--- config.mk ---
export PLATFORM = sky130hd
export DESIGN_NAME = dor_top
export DESIGN_NICKNAME = d
export VERILOG_FILES = /design/src/dor_pkg.sv /design/src/dor_top.sv
export VERILOG_INCLUDE_DIRS = /design/src
export SDC_FILE = /design/constraint.sdc
export NUM_CORES = 1
export LEC_CHECK = 0
export ABC_AREA = 1
export BUFFER_PORTS_ARGS = -buffer_cell sky130_fd_sc_hd__buf_2
export CAP_MARGIN = 40
export CORE_UTILIZATION = 38
export CTS_CLUSTER_SIZE = 20
export DETAILED_ROUTE_END_ITERATION = 16
export SKIP_LAST_GASP = 1
export SYNTH_ARGS = -nofsm -noshare
export SYNTH_HDL_FRONTEND = slang
export SYNTH_SLANG_ARGS = --single-unit
--- constraint.sdc ---
create_clock -name mclk -period 8.05 [get_ports mclk]
set_input_delay 0.4025 -clock mclk [delete_from_list [all_inputs] [get_ports mclk]]
set_output_delay 0.4025 -clock mclk [all_outputs]
set_load 0.02 [all_outputs]
--- src/dor_params.svh ---
// register map, field positions, reset values and timing figures of the output stage
`ifndef DOR_PARAMS_SVH
`define DOR_PARAMS_SVH

`define DOR_CLK_HZ          125_000_000
`define DOR_PWM_MAX_HZ      2_000
`define DOR_OUT_MAX_HZ      500
`define DOR_LED_FLASH_HZ    2

`define DOR_ADDR_W          8
`define DOR_OFS_CMD         8'h00
`define DOR_OFS_POL         8'h04
`define DOR_OFS_MAN_EN      8'h08
`define DOR_OFS_MAN_VAL     8'h0C
`define DOR_OFS_APPLIED     8'h10
`define DOR_OFS_ROUTE_EN    8'h14
`define DOR_OFS_LED         8'h18
`define DOR_OFS_SFE         8'h1C
`define DOR_OFS_FAULT_SEL   8'h20
`define DOR_OFS_STATUS      8'h24
`define DOR_OFS_ROUTE_BASE  8'h40

`define DOR_OUT_BIT0        16
`define DOR_BRAKE_BIT       0
`define DOR_INTERLOCK_BIT   3
`define DOR_ROUTE_OFF       16'h0FFF
`define DOR_INV_BIT         7
`define DOR_LED_GREEN_BIT   0
`define DOR_LED_RED_BIT     1
`define DOR_ST_FAULT_BIT    0
`define DOR_ST_MOTION_BIT   1

`define DOR_SRC_ONE         8'h00
`define DOR_SRC_ZERO        8'h01
`define DOR_SRC_ENC_LO      8'h02
`define DOR_SRC_ENC_HI      8'h08
`define DOR_SRC_POS_LO      8'h09
`define DOR_SRC_POS_HI      8'h0F
`define DOR_SRC_PWM         8'h10
`define DOR_SRC_PWM_N       8'h11

`define DOR_RESP_OKAY       2'b00
`define DOR_RESP_SLVERR     2'b10

`endif

--- src/dor_pkg.sv ---
// types and source decoding shared by the digital output stage
package dor_pkg;

    typedef enum logic [2:0] {
        DOR_K_ONE,
        DOR_K_ZERO,
        DOR_K_ENC,
        DOR_K_POS,
        DOR_K_PWM,
        DOR_K_PWM_N,
        DOR_K_BAD
    } dor_kind_t;

    typedef struct packed {
        logic [7:0] src;
        logic       inv;
        logic [6:0] sel;
    } dor_route_t;

    typedef struct packed {
        dor_kind_t  kind;
        logic [2:0] div_log2;
    } dor_src_t;

    function automatic dor_src_t dor_decode(input logic [7:0] code);
        dor_src_t s;
        s.div_log2 = 3'd0;
        if (code == 8'h00) begin
            s.kind = DOR_K_ONE;
        end else if (code == 8'h01) begin
            s.kind = DOR_K_ZERO;
        end else if (code >= 8'h02 && code <= 8'h08) begin
            s.kind     = DOR_K_ENC;
            s.div_log2 = 3'(code - 8'h02);
        end else if (code >= 8'h09 && code <= 8'h0F) begin
            s.kind     = DOR_K_POS;
            s.div_log2 = 3'(code - 8'h09);
        end else if (code == 8'h10) begin
            s.kind = DOR_K_PWM;
        end else if (code == 8'h11) begin
            s.kind = DOR_K_PWM_N;
        end else begin
            s.kind = DOR_K_BAD;
        end
        return s;
    endfunction : dor_decode

endpackage : dor_pkg

--- src/dor_top.sv ---
// digital output stage: command mapping, routing, interlock and LED control
`timescale 1ns/100ps
`include "dor_params.svh"

module dor_top
    import dor_pkg::*;
#(
    parameter int N_OUT    = 2,
    parameter int PWM_HOLD = (`DOR_CLK_HZ + 2 * `DOR_PWM_MAX_HZ - 1) / (2 * `DOR_PWM_MAX_HZ),
    parameter int OUT_HOLD = (`DOR_CLK_HZ + 2 * `DOR_OUT_MAX_HZ - 1) / (2 * `DOR_OUT_MAX_HZ),
    parameter int LED_HALF = `DOR_CLK_HZ / (2 * `DOR_LED_FLASH_HZ)
) (
    input  wire logic             mclk,
    input  wire logic             rst_b,
    input  wire logic [7:0]       s_axi_awaddr,
    input  wire logic             s_axi_awvalid,
    output logic                  s_axi_awready,
    input  wire logic [31:0]      s_axi_wdata,
    input  wire logic [3:0]       s_axi_wstrb,
    input  wire logic             s_axi_wvalid,
    output logic                  s_axi_wready,
    output logic [1:0]            s_axi_bresp,
    output logic                  s_axi_bvalid,
    input  wire logic             s_axi_bready,
    input  wire logic [7:0]       s_axi_araddr,
    input  wire logic             s_axi_arvalid,
    output logic                  s_axi_arready,
    output logic [31:0]           s_axi_rdata,
    output logic [1:0]            s_axi_rresp,
    output logic                  s_axi_rvalid,
    input  wire logic             s_axi_rready,
    input  wire logic [31:0]      input_state_word,
    input  wire logic             enc_step,
    input  wire logic             pos_step,
    input  wire logic             brake_pwm,
    output logic [N_OUT-1:0]      out_pin,
    output logic                  brake_out,
    output logic                  pwm_out,
    output logic                  led_green,
    output logic                  led_red,
    output logic                  motion_enable,
    output logic                  fault_active,
    output logic [31:0]           fault_reaction
);
    localparam int NE = N_OUT + 1;

    function automatic logic [31:0] merge(input logic [31:0] old, input logic [31:0] val,
                                          input logic [3:0] strb);
        logic [31:0] r;
        r = old;
        for (int b = 0; b < 4; b++) begin
            if (strb[b]) begin
                r[8*b +: 8] = val[8*b +: 8];
            end
        end
        return r;
    endfunction : merge

    // register bus
    logic [31:0]      cmd_reg, pol_reg, man_en_reg, man_val_reg, applied_reg;
    logic [31:0]      sfe_reg, fault_sel_reg;
    logic             route_en_reg;
    logic [1:0]       led_ctl_reg;
    logic             fault_reg;
    logic [15:0]      route_reg [NE];
    logic             aw_hold_reg, w_hold_reg;
    logic [7:0]       aw_addr_reg;
    logic [31:0]      w_data_reg;
    logic [3:0]       w_strb_reg;
    logic             have_aw, have_w, wr_do, bvalid_next, aw_hold_next, w_hold_next;
    logic [7:0]       wr_addr;
    logic [31:0]      wr_data;
    logic [3:0]       wr_strb;
    logic             wr_hit, rd_hit, rvalid_next;
    logic [31:0]      rd_data;

    assign have_aw = aw_hold_reg | (s_axi_awvalid & s_axi_awready);
    assign have_w  = w_hold_reg | (s_axi_wvalid & s_axi_wready);
    assign wr_do   = have_aw & have_w;
    assign wr_addr = aw_hold_reg ? aw_addr_reg : s_axi_awaddr;
    assign wr_data = w_hold_reg ? w_data_reg : s_axi_wdata;
    assign wr_strb = w_hold_reg ? w_strb_reg : s_axi_wstrb;
    assign aw_hold_next = have_aw & ~wr_do;
    assign w_hold_next  = have_w & ~wr_do;
    assign bvalid_next  = wr_do | (s_axi_bvalid & ~s_axi_bready);
    assign rvalid_next  = (s_axi_arvalid & s_axi_arready) | (s_axi_rvalid & ~s_axi_rready);

    always_comb begin
        wr_hit = 1'b1;
        unique case (wr_addr)
            `DOR_OFS_CMD, `DOR_OFS_POL, `DOR_OFS_MAN_EN, `DOR_OFS_MAN_VAL, `DOR_OFS_APPLIED,
            `DOR_OFS_ROUTE_EN, `DOR_OFS_LED, `DOR_OFS_SFE, `DOR_OFS_FAULT_SEL,
            `DOR_OFS_STATUS: wr_hit = 1'b1;
            default: wr_hit = (wr_addr >= `DOR_OFS_ROUTE_BASE) && (wr_addr[1:0] == 2'b00)
                              && (32'(wr_addr - `DOR_OFS_ROUTE_BASE) < 32'(4 * NE));
        endcase
    end

    always_comb begin
        rd_data = 32'h0000_0000;
        rd_hit  = 1'b1;
        unique case (s_axi_araddr)
            `DOR_OFS_CMD:       rd_data = cmd_reg;
            `DOR_OFS_POL:       rd_data = pol_reg;
            `DOR_OFS_MAN_EN:    rd_data = man_en_reg;
            `DOR_OFS_MAN_VAL:   rd_data = man_val_reg;
            `DOR_OFS_APPLIED:   rd_data = applied_reg;
            `DOR_OFS_ROUTE_EN:  rd_data = {31'h0000_0000, route_en_reg};
            `DOR_OFS_LED:       rd_data = {30'h0000_0000, led_ctl_reg};
            `DOR_OFS_SFE:       rd_data = sfe_reg;
            `DOR_OFS_FAULT_SEL: rd_data = fault_sel_reg;
            `DOR_OFS_STATUS:    rd_data = {30'h0000_0000, motion_enable, fault_reg};
            default: begin
                rd_hit = 1'b0;
                for (int i = 0; i < NE; i++) begin
                    if (s_axi_araddr == 8'(`DOR_OFS_ROUTE_BASE + 4 * i)) begin
                        rd_data = {16'h0000, route_reg[i]};
                        rd_hit  = 1'b1;
                    end
                end
            end
        endcase
    end

    always_ff @(posedge mclk or negedge rst_b) begin
        if (!rst_b) begin
            aw_hold_reg   <= 1'b0;
            w_hold_reg    <= 1'b0;
            aw_addr_reg   <= 8'h00;
            w_data_reg    <= 32'h0000_0000;
            w_strb_reg    <= 4'h0;
            s_axi_awready <= 1'b0;
            s_axi_wready  <= 1'b0;
            s_axi_bvalid  <= 1'b0;
            s_axi_bresp   <= `DOR_RESP_OKAY;
        end else begin
            aw_hold_reg   <= aw_hold_next;
            w_hold_reg    <= w_hold_next;
            if (s_axi_awvalid && s_axi_awready) begin
                aw_addr_reg <= s_axi_awaddr;
            end
            if (s_axi_wvalid && s_axi_wready) begin
                w_data_reg <= s_axi_wdata;
                w_strb_reg <= s_axi_wstrb;
            end
            // no new address or data until the response is taken
            s_axi_awready <= ~aw_hold_next & ~bvalid_next;
            s_axi_wready  <= ~w_hold_next & ~bvalid_next;
            s_axi_bvalid  <= bvalid_next;
            if (wr_do) begin
                s_axi_bresp <= wr_hit ? `DOR_RESP_OKAY : `DOR_RESP_SLVERR;
            end
        end
    end

    always_ff @(posedge mclk or negedge rst_b) begin
        if (!rst_b) begin
            s_axi_arready <= 1'b0;
            s_axi_rvalid  <= 1'b0;
            s_axi_rdata   <= 32'h0000_0000;
            s_axi_rresp   <= `DOR_RESP_OKAY;
        end else begin
            s_axi_arready <= ~rvalid_next;
            s_axi_rvalid  <= rvalid_next;
            if (s_axi_arvalid && s_axi_arready) begin
                s_axi_rdata <= rd_data;
                s_axi_rresp <= rd_hit ? `DOR_RESP_OKAY : `DOR_RESP_SLVERR;
            end
        end
    end

    always_ff @(posedge mclk or negedge rst_b) begin
        if (!rst_b) begin
            cmd_reg       <= 32'h0000_0000;
            pol_reg       <= 32'h0000_0000;
            man_en_reg    <= 32'h0000_0000;
            man_val_reg   <= 32'h0000_0000;
            sfe_reg       <= 32'h0000_0000;
            fault_sel_reg <= 32'h0000_0000;
            route_en_reg  <= 1'b0;
            led_ctl_reg   <= 2'b00;
            for (int i = 0; i < NE; i++) begin
                route_reg[i] <= `DOR_ROUTE_OFF;
            end
        end else if (wr_do) begin
            unique case (wr_addr)
                `DOR_OFS_CMD:       cmd_reg       <= merge(cmd_reg, wr_data, wr_strb);
                `DOR_OFS_POL:       pol_reg       <= merge(pol_reg, wr_data, wr_strb);
                `DOR_OFS_MAN_EN:    man_en_reg    <= merge(man_en_reg, wr_data, wr_strb);
                `DOR_OFS_MAN_VAL:   man_val_reg   <= merge(man_val_reg, wr_data, wr_strb);
                `DOR_OFS_SFE:       sfe_reg       <= merge(sfe_reg, wr_data, wr_strb);
                `DOR_OFS_FAULT_SEL: fault_sel_reg <= merge(fault_sel_reg, wr_data, wr_strb);
                `DOR_OFS_ROUTE_EN: begin
                    if (wr_strb[0]) begin
                        route_en_reg <= wr_data[0];
                    end
                end
                `DOR_OFS_LED: begin
                    if (wr_strb[0]) begin
                        led_ctl_reg <= wr_data[1:0];
                    end
                end
                default: begin
                    for (int i = 0; i < NE; i++) begin
                        if (wr_addr == 8'(`DOR_OFS_ROUTE_BASE + 4 * i)) begin
                            route_reg[i] <= 16'(merge({16'h0000, route_reg[i]}, wr_data,
                                                      wr_strb));
                        end
                    end
                end
            endcase
        end
    end

    // interlock
    logic interlock_trip;
    logic fault_clr;

    assign interlock_trip = sfe_reg[`DOR_INTERLOCK_BIT] & ~input_state_word[`DOR_INTERLOCK_BIT];
    assign fault_clr      = wr_do && wr_addr == `DOR_OFS_STATUS && wr_strb[0]
                            && wr_data[`DOR_ST_FAULT_BIT];

    always_ff @(posedge mclk or negedge rst_b) begin
        if (!rst_b) begin
            fault_reg      <= 1'b0;
            motion_enable  <= 1'b0;
            fault_active   <= 1'b0;
            fault_reaction <= 32'h0000_0000;
        end else begin
            // trip wins over a clear in the same cycle
            fault_reg      <= interlock_trip | (fault_reg & ~fault_clr);
            motion_enable  <= ~interlock_trip & ~fault_reg;
            fault_active   <= interlock_trip | fault_reg;
            fault_reaction <= fault_sel_reg;
        end
    end

    // output routing
    logic [NE-1:0] route_lvl;
    logic [NE-1:0] route_act;

    for (genvar e = 0; e < NE; e++) begin : g_route
        localparam int HOLD = (e == 0) ? PWM_HOLD : OUT_HOLD;
        dor_route_t  ent;
        dor_src_t    src;
        logic        gate, want, is_pulse, step, ev;
        logic [5:0]  step_cnt_reg;
        logic [5:0]  mask;
        logic [31:0] hold_reg;
        logic        lvl_reg;

        assign ent = route_reg[e];
        assign src = dor_decode(ent.src);
        // FFF and unknown sources fall back to plain mapping on the outputs, entry 0 holds the pwm pin low
        assign route_act[e] = route_en_reg && route_reg[e] != `DOR_ROUTE_OFF
                              && src.kind != DOR_K_BAD;
        // gate bit picked by bits 6:0, none at 32 and above
        // bit 7 inverts the gate sense
        assign gate = (ent.sel < 7'd32) && (cmd_reg[ent.sel[4:0]] ^ ent.inv);
        assign is_pulse = src.kind == DOR_K_ENC || src.kind == DOR_K_POS;
        assign step = (src.kind == DOR_K_ENC) ? enc_step : pos_step;
        assign mask = 6'((7'd1 << src.div_log2) - 7'd1);
        // event on the last step of each 2^k group
        // mask 0 gives one event per increment
        assign ev = is_pulse && step && ((step_cnt_reg & mask) == mask);

        always_comb begin
            unique case (src.kind)
                DOR_K_ONE:   want = gate;
                DOR_K_ZERO:  want = 1'b0;
                DOR_K_PWM:   want = gate & brake_pwm;
                DOR_K_PWM_N: want = gate & ~brake_pwm;
                default:     want = 1'b0;
            endcase
        end

        always_ff @(posedge mclk or negedge rst_b) begin
            if (!rst_b) begin
                step_cnt_reg <= 6'd0;
            end else if (is_pulse && step) begin
                step_cnt_reg <= step_cnt_reg + 6'd1;
            end
        end

        // each level held at least half the top rate's period
        // limitation: events that land inside a held pulse are dropped
        always_ff @(posedge mclk or negedge rst_b) begin
            if (!rst_b) begin
                hold_reg <= 32'd0;
                lvl_reg  <= 1'b0;
            end else if (hold_reg != 32'd0) begin
                hold_reg <= hold_reg - 32'd1;
            end else if (is_pulse) begin
                if (lvl_reg || (ev && gate && route_act[e])) begin
                    lvl_reg  <= ~lvl_reg;
                    hold_reg <= 32'(HOLD - 1);
                end
            end else if ((want && route_act[e]) != lvl_reg) begin
                lvl_reg  <= want && route_act[e];
                hold_reg <= 32'(HOLD - 1);
            end
        end
        assign route_lvl[e] = lvl_reg;
    end

    // pins
    logic [31:0] base, drive;

    always_comb begin
        base = cmd_reg;
        for (int i = 0; i < N_OUT; i++) begin
            if (route_act[i+1]) begin
                base[`DOR_OUT_BIT0 + i] = route_lvl[i+1];
            end
        end
        // manual value replaces it, brake included
        drive = (man_en_reg & man_val_reg) | (~man_en_reg & (base ^ pol_reg));
    end

    always_ff @(posedge mclk or negedge rst_b) begin
        if (!rst_b) begin
            out_pin     <= '0;
            brake_out   <= 1'b0;
            pwm_out     <= 1'b0;
            applied_reg <= 32'h0000_0000;
        end else begin
            out_pin     <= drive[`DOR_OUT_BIT0 +: N_OUT];
            // brake from bit 0, other low bits unused
            brake_out   <= drive[`DOR_BRAKE_BIT];
            // entry 0 is the software pwm pin
            pwm_out     <= route_act[0] & route_lvl[0];
            applied_reg <= 32'(drive[`DOR_OUT_BIT0 +: N_OUT]) << `DOR_OUT_BIT0
                           | {31'h0000_0000, drive[`DOR_BRAKE_BIT]};
        end
    end

    // status LEDs
    logic [31:0] led_cnt_reg;
    logic        blink_reg;

    always_ff @(posedge mclk or negedge rst_b) begin
        if (!rst_b) begin
            led_cnt_reg <= 32'd0;
            blink_reg   <= 1'b0;
        end else if (led_cnt_reg == 32'(LED_HALF - 1)) begin
            led_cnt_reg <= 32'd0;
            blink_reg   <= ~blink_reg;
        end else begin
            led_cnt_reg <= led_cnt_reg + 32'd1;
        end
    end

    always_ff @(posedge mclk or negedge rst_b) begin
        if (!rst_b) begin
            led_green <= 1'b0;
            led_red   <= 1'b0;
        end else begin
            // green flashes when healthy, red flashes on error
            led_green <= led_ctl_reg[`DOR_LED_GREEN_BIT] & ~fault_reg & blink_reg;
            led_red   <= led_ctl_reg[`DOR_LED_RED_BIT] & fault_reg & blink_reg;
        end
    end

    logic brake_cmd, man0_on, man0_val;
    assign brake_cmd = cmd_reg[0] ^ pol_reg[0];
    assign man0_on   = man_en_reg[`DOR_OUT_BIT0];
    assign man0_val  = man_val_reg[`DOR_OUT_BIT0];
endmodule : dor_top

# Yosys cells after proc, flatten, opt, wreduce, memory -nomap -nowiden
# Cells that the tools add are included.
# word_totals
regBits	539
output_inout_bits	81
# op_classes
add_sub_neg	17
order_cmp	20
n_eq_ne	64
shift	3
n_mux	77
bitwise_logic	62
n_reduce_logical	103
# ops
operator	n
$mux 32	15
$pmux 32 s10	1
$eq 8x5->1 const B	14
$reduce_bool 32->1	3
$sub 32x1->32 const B	3
$reduce_and 3->1	29
$mux 3	21
$eq 8x7->1 const B	6
$le 8x4->1 const B	6
$ne 16x12->1 const B	3
$logic_not 8->1	5
$logic_and 1x1->1	38
$and 18x18->18	2
$add 32x1->32 const B	1
$eq 32x25->1 const B	1
$eq 8x4->1 const B	4
$eq 8x6->1 const B	4
$lt 32x4->1 const B	1
$mux 16	2
$and 1x1->1	24
$eq 8x1->1 const B	3
$ge 8x2->1 const B	3
$ge 8x4->1 const B	3
$reduce_and 4->1	6
40 further kinds	148

# Logic depth before layout (Yosys ltp)
# logic_depth
depth_word	18
ltp_mapped	24
mapped_depth_nobuf	24

# Worst setup path before layout
# Ideal clock, no wire load.
# synth_path
path_kind	reg-to-reg
startpoint	register route_reg, in the netlist g_route[1].ent[8]
endpoint	register g_route[1].hold_reg[0]
setup_ps	128
arrival_time_ps	2665
required_time_ps	7922
path_slack_ps	5257
stages_incl_launch_ff	21
path_buffers	0
cell_sequence	dfstp_2 > inv_1 > ha_1 > nor2_1 > nand2_1 > nand2_1 > nor2_4 > o21ai_0 > nand4_1 > ha_1 > or2_2 > nand3_1 > nor2_1 > nand3_1 > nor2_1 > nand2_1 > nand2_1 > nand2_1 > nand2_1 > nand2_1 > o21ai_0
# synth_via
elab_chain_cells	16
elab_cells_between_ends	49
# synth_lines
item	line_no	text
start, declared	dor_top.sv:65	logic [15:0] route_reg [NE];
start signal, assigned by index	dor_top.sv:183	route_reg[i] <= `DOR_ROUTE_OFF;
start signal, assigned by index	dor_top.sv:206	route_reg[i] <= 16'(merge({16'h0000, route_reg[i]}, wr_data,
$ge 8x4->1, or another cell as far along	dor_pkg.sv:35	end else if (code >= 8'h09 && code <= 8'h0F) begin
$logic_and 1x1->1 / $mux 2 (equally long branches)	dor_pkg.sv:35, dor_pkg.sv:40	
$mux 3 (on tied branches)	dor_pkg.sv:35, dor_pkg.sv:38	
$mux 6 / $mux 3 (equally long branches)	dor_pkg.sv:32, dor_pkg.sv:35	
$mux 3 / $mux 6 (equally long branches)	dor_pkg.sv:30, dor_pkg.sv:32	
$mux 3 (on tied branches)	dor_pkg.sv:28, dor_pkg.sv:30	
$shl 1x3->6 / $mux 3 (equally long branches)	dor_top.sv:262, dor_pkg.sv:28	
$sub 6x1->6, or another cell as far along	dor_top.sv:262	assign mask = 6'((7'd1 << src.div_log2) - 7'd1);
$and 6x6->6, or another cell as far along	dor_top.sv:265	assign ev = is_pulse && step && ((step_cnt_reg & mask) == mask);
$eq 6x6->1 / $logic_and 1x1->1 (equally long branches)	dor_top.sv:265	
$logic_and 1x1->1	dor_top.sv:265	
$logic_and 1x1->1 (2 in a row)	dor_top.sv:294	if (lvl_reg || (ev && gate && route_act[e])) begin
$logic_or 1x1->1	dor_top.sv:294	
$ne 3x1->1 (no line)	--	
$reduce_and 2->1 (no line)	--	
end signal, assigned	dor_top.sv:292	hold_reg <= hold_reg - 32'd1;
end signal, assigned	dor_top.sv:296	hold_reg <= 32'(HOLD - 1);
end signal, assigned	dor_top.sv:300	hold_reg <= 32'(HOLD - 1);
end, declared	dor_top.sv:249	logic [31:0] hold_reg;
# Parallel ways exist; a longest one is shown, timed or not.
# A chain may end at the register's enable or synchronous reset.

# Worst setup path in the final report
# layout_path
startpoint	register route_reg, in the netlist g_route[1].ent[8]
endpoint	register g_route[1].hold_reg[2]
# The elaborated chain is that of the path after synthesis.

==> out/results.ini <==
[timing]
timing.hold.ws_ps=23.1
rsz0062_at_grt=no
period_share=0.399
fmax_ghz=0.311
setup-violations-final=0
skew_ps=70.5
final.min_clock_period_ps=3220
report.final.slew_viol_count=0
relSlewSlack=0.366
tns_ps=0
final_hold_viol_count=0
tightest_slew_ps=950

[detailed_routing]
wl_um=71400
first_pass_iters=5
route.detailed.drc=0
viasPerCell=5.08
antenna_left=0
vias=21600
first_iter_violations=1548
routedWlPerCell_um=16.8

[global_routing]
grt_remaining_overflow=0
grt_pass1_vias=20600
grt_pass1_wl_um=115000
grt_use_total=0.206
grt_max_degree=152
antenna_found_initial=0

[floorplan]
rows=95
core_area_sq_um=67800
pin_count=175
chipWidth_um=265
start_util=0.387
dieArea_sq_um=70000
fp.dieH_um=265

[synthesis]
synthDominantCellAreaShare=0.461
ys_ff_latch=519
synth-edff-count=0
synth_seq_area_share=0.497
synth_area_leader_cell=dfrtp_1
syn_area_per_cell_sq_um=8.33
ys_top_cells_by_area=dfrtp_1 46%, nand2_1 11%, inv_1 5.0%
yosysWarnings=0
synth_common_cells=749 x nand2_1, 483 x dfrtp_1, 350 x inv_1
postSynthCellCount=3145
synth.distinct_cells=66
ys.flop_type=dfrtp_1
syn-cell-area_sq_um=26200
async_flop_share=1.00
synth.most_common_cell=nand2_1

[cts]
htreeDepth=2
insertion_delay_ps=650
cts_resized=0
clock_path_buffers=3
cts_root_buf=clkbuf_16
clk_pin_slew_worst_paths_ps=50
cts_buffers=58
cts_num_sinks=519
cts_tree=yes

[critical_path]
worstSetupPathType=reg2reg
cp_cell_sequence=inv_1, ha_1, nor2_1, nand2_1, nand2_1, nor2_4, o21ai_0, nand4_1, ha_1, or2_2, nand3_1, nor2_1, nand3_1, nor2_1, nand2_1, nand2_1, nand3b_1, o211ai_1
arrival_ps=3660
cpPeakStageDelay_ps=570
end_kind=flop
crit_top_cell=nand2_1
critPathLaunchType=flop
cp_max_fo=9
rrSetupSlack_ps=4830
required_ps=8500
path_delay_family=simple AND/OR/NAND/NOR gates
path_buf_inv=1
cp_slowest_cell=dfstp_2

[cells_and_area]
diodes=0
largest_register_ffs=96
syn_to_final_growth_pct=15.3
fin_cells=4251
drive_above_1_share=0.140
fin_nets=3458

[hold_path]
hold_path_class=in2reg

[status]
status=finished, final reports clean

[power]
leakagePower_nw=14.8
power.density_nw_per_um2=235
vdd_drop_max_mv=0.220

[flow_run]
max_cap_viol_count=0

[placed_design]
dp.cells=4109
port_buffers=141
detailed_place_hpwl_um=51200
gp_congestion=0.957

==> per-stage QoR <==
stage / area (sq um) / utilization / total power [mW] / setup slack (ps)
floorplan: 26200 / - / 3.94 / 5260
global placement: 27900 / 0.411 / 4.43 / 4470
detailed placement: 28000 / 0.413 / 4.46 / 4810
CTS: 30200 / 0.446 / 7.16 / 4820
global route: 30200 / 0.446 / 7.43 / 4510
finish: 30200 / 0.446 / 7.09 / 4830
==> cells in the final DEF (no fill, tap or decap), types with 37 or more instances in the layout <==
cell | netlist | routed
xor2_1 | 64 | 64
buf_2 | 13 | 140
nor2_1 | 294 | 291
dfrtp_1 | 483 | 482
mux2_2 | 39 | 39
a21oi_1 | 104 | 104
clkbuf_16 | 0 | 58
nand2_1 | 749 | 747
dlygate4sd3_1 | 0 | 37
o21ai_0 | 256 | 256
nand4_1 | 49 | 49
inv_1 | 350 | 350
nand3_1 | 206 | 206
nor3_1 | 45 | 45
==> cell type report <==
class / count / area [sq um]
clock buffers: 79 / 1620
clock inverters: 26 / 284
fillers: 6653 / 37500
inverters: 374 / 1410
multi-input cells: 2168 / 11400
flip-flops and latches: 519 / 13000
well taps: 873 / 1090
repair buffers: 212 / 1400
==> layer usage <==
| layer | routed length, um | global-route usage |
|---|---|---|
| met4 | 1590 | 0.0511 |
| met1 | 33500 | 0.292 |
| met3 | 3690 | 0.0303 |
| met2 | 32600 | 0.329 |
| met5 | 0 | 0 |
==> logic make-up (layout without fill, tap and decap cells) <==
family,after synthesis,in the layout,synth area share
compound gates,504,504,0.112
xor+xnor,87,87,0.0291
fa+ha+maj,31,31,0.0148
buf+inv,459,691,0.0690
flops,519,519,0.497
mux,67,67,0.0276
other cells,1,2,0.000143
simple gates,1477,1477,0.250
==> final timing paths <==
| path | from | endpoint | cells past startpoint |
|---|---|---|---|
| worst min-delay path | s_axi_bready | s_axi_bvalid | 2 |
| worst max-delay path | g_route[1].ent[8] | g_route[1].hold_reg[2] | 18 |
| min in group asynchronous | rst_b | led_cnt_reg[2] | 2 |
| max in group asynchronous | rst_b | g_route[1].ent[12] | 3 |
| worst max register to register | g_route[1].ent[8] | g_route[1].hold_reg[2] | 18 |
| worst min register to register | fault_sel_reg[25] | fault_reaction[25] | 0 |
==> report_power, final <==
group	switching, mW	internal, mW	total [mW]
Sequential	0.191	2.88	3.07
Clock	1.11	1.54	2.65
Combinational	0.902	0.461	1.36
==> what timing repair did <==
item | CTS | global route
hold buffers | 37 | 0
setup buffers | 0 | 0
endpoints found under the setup margin | 0 | 0
hold endpoints to repair | 125 | 0
Power figures use the tool's default switching activity.
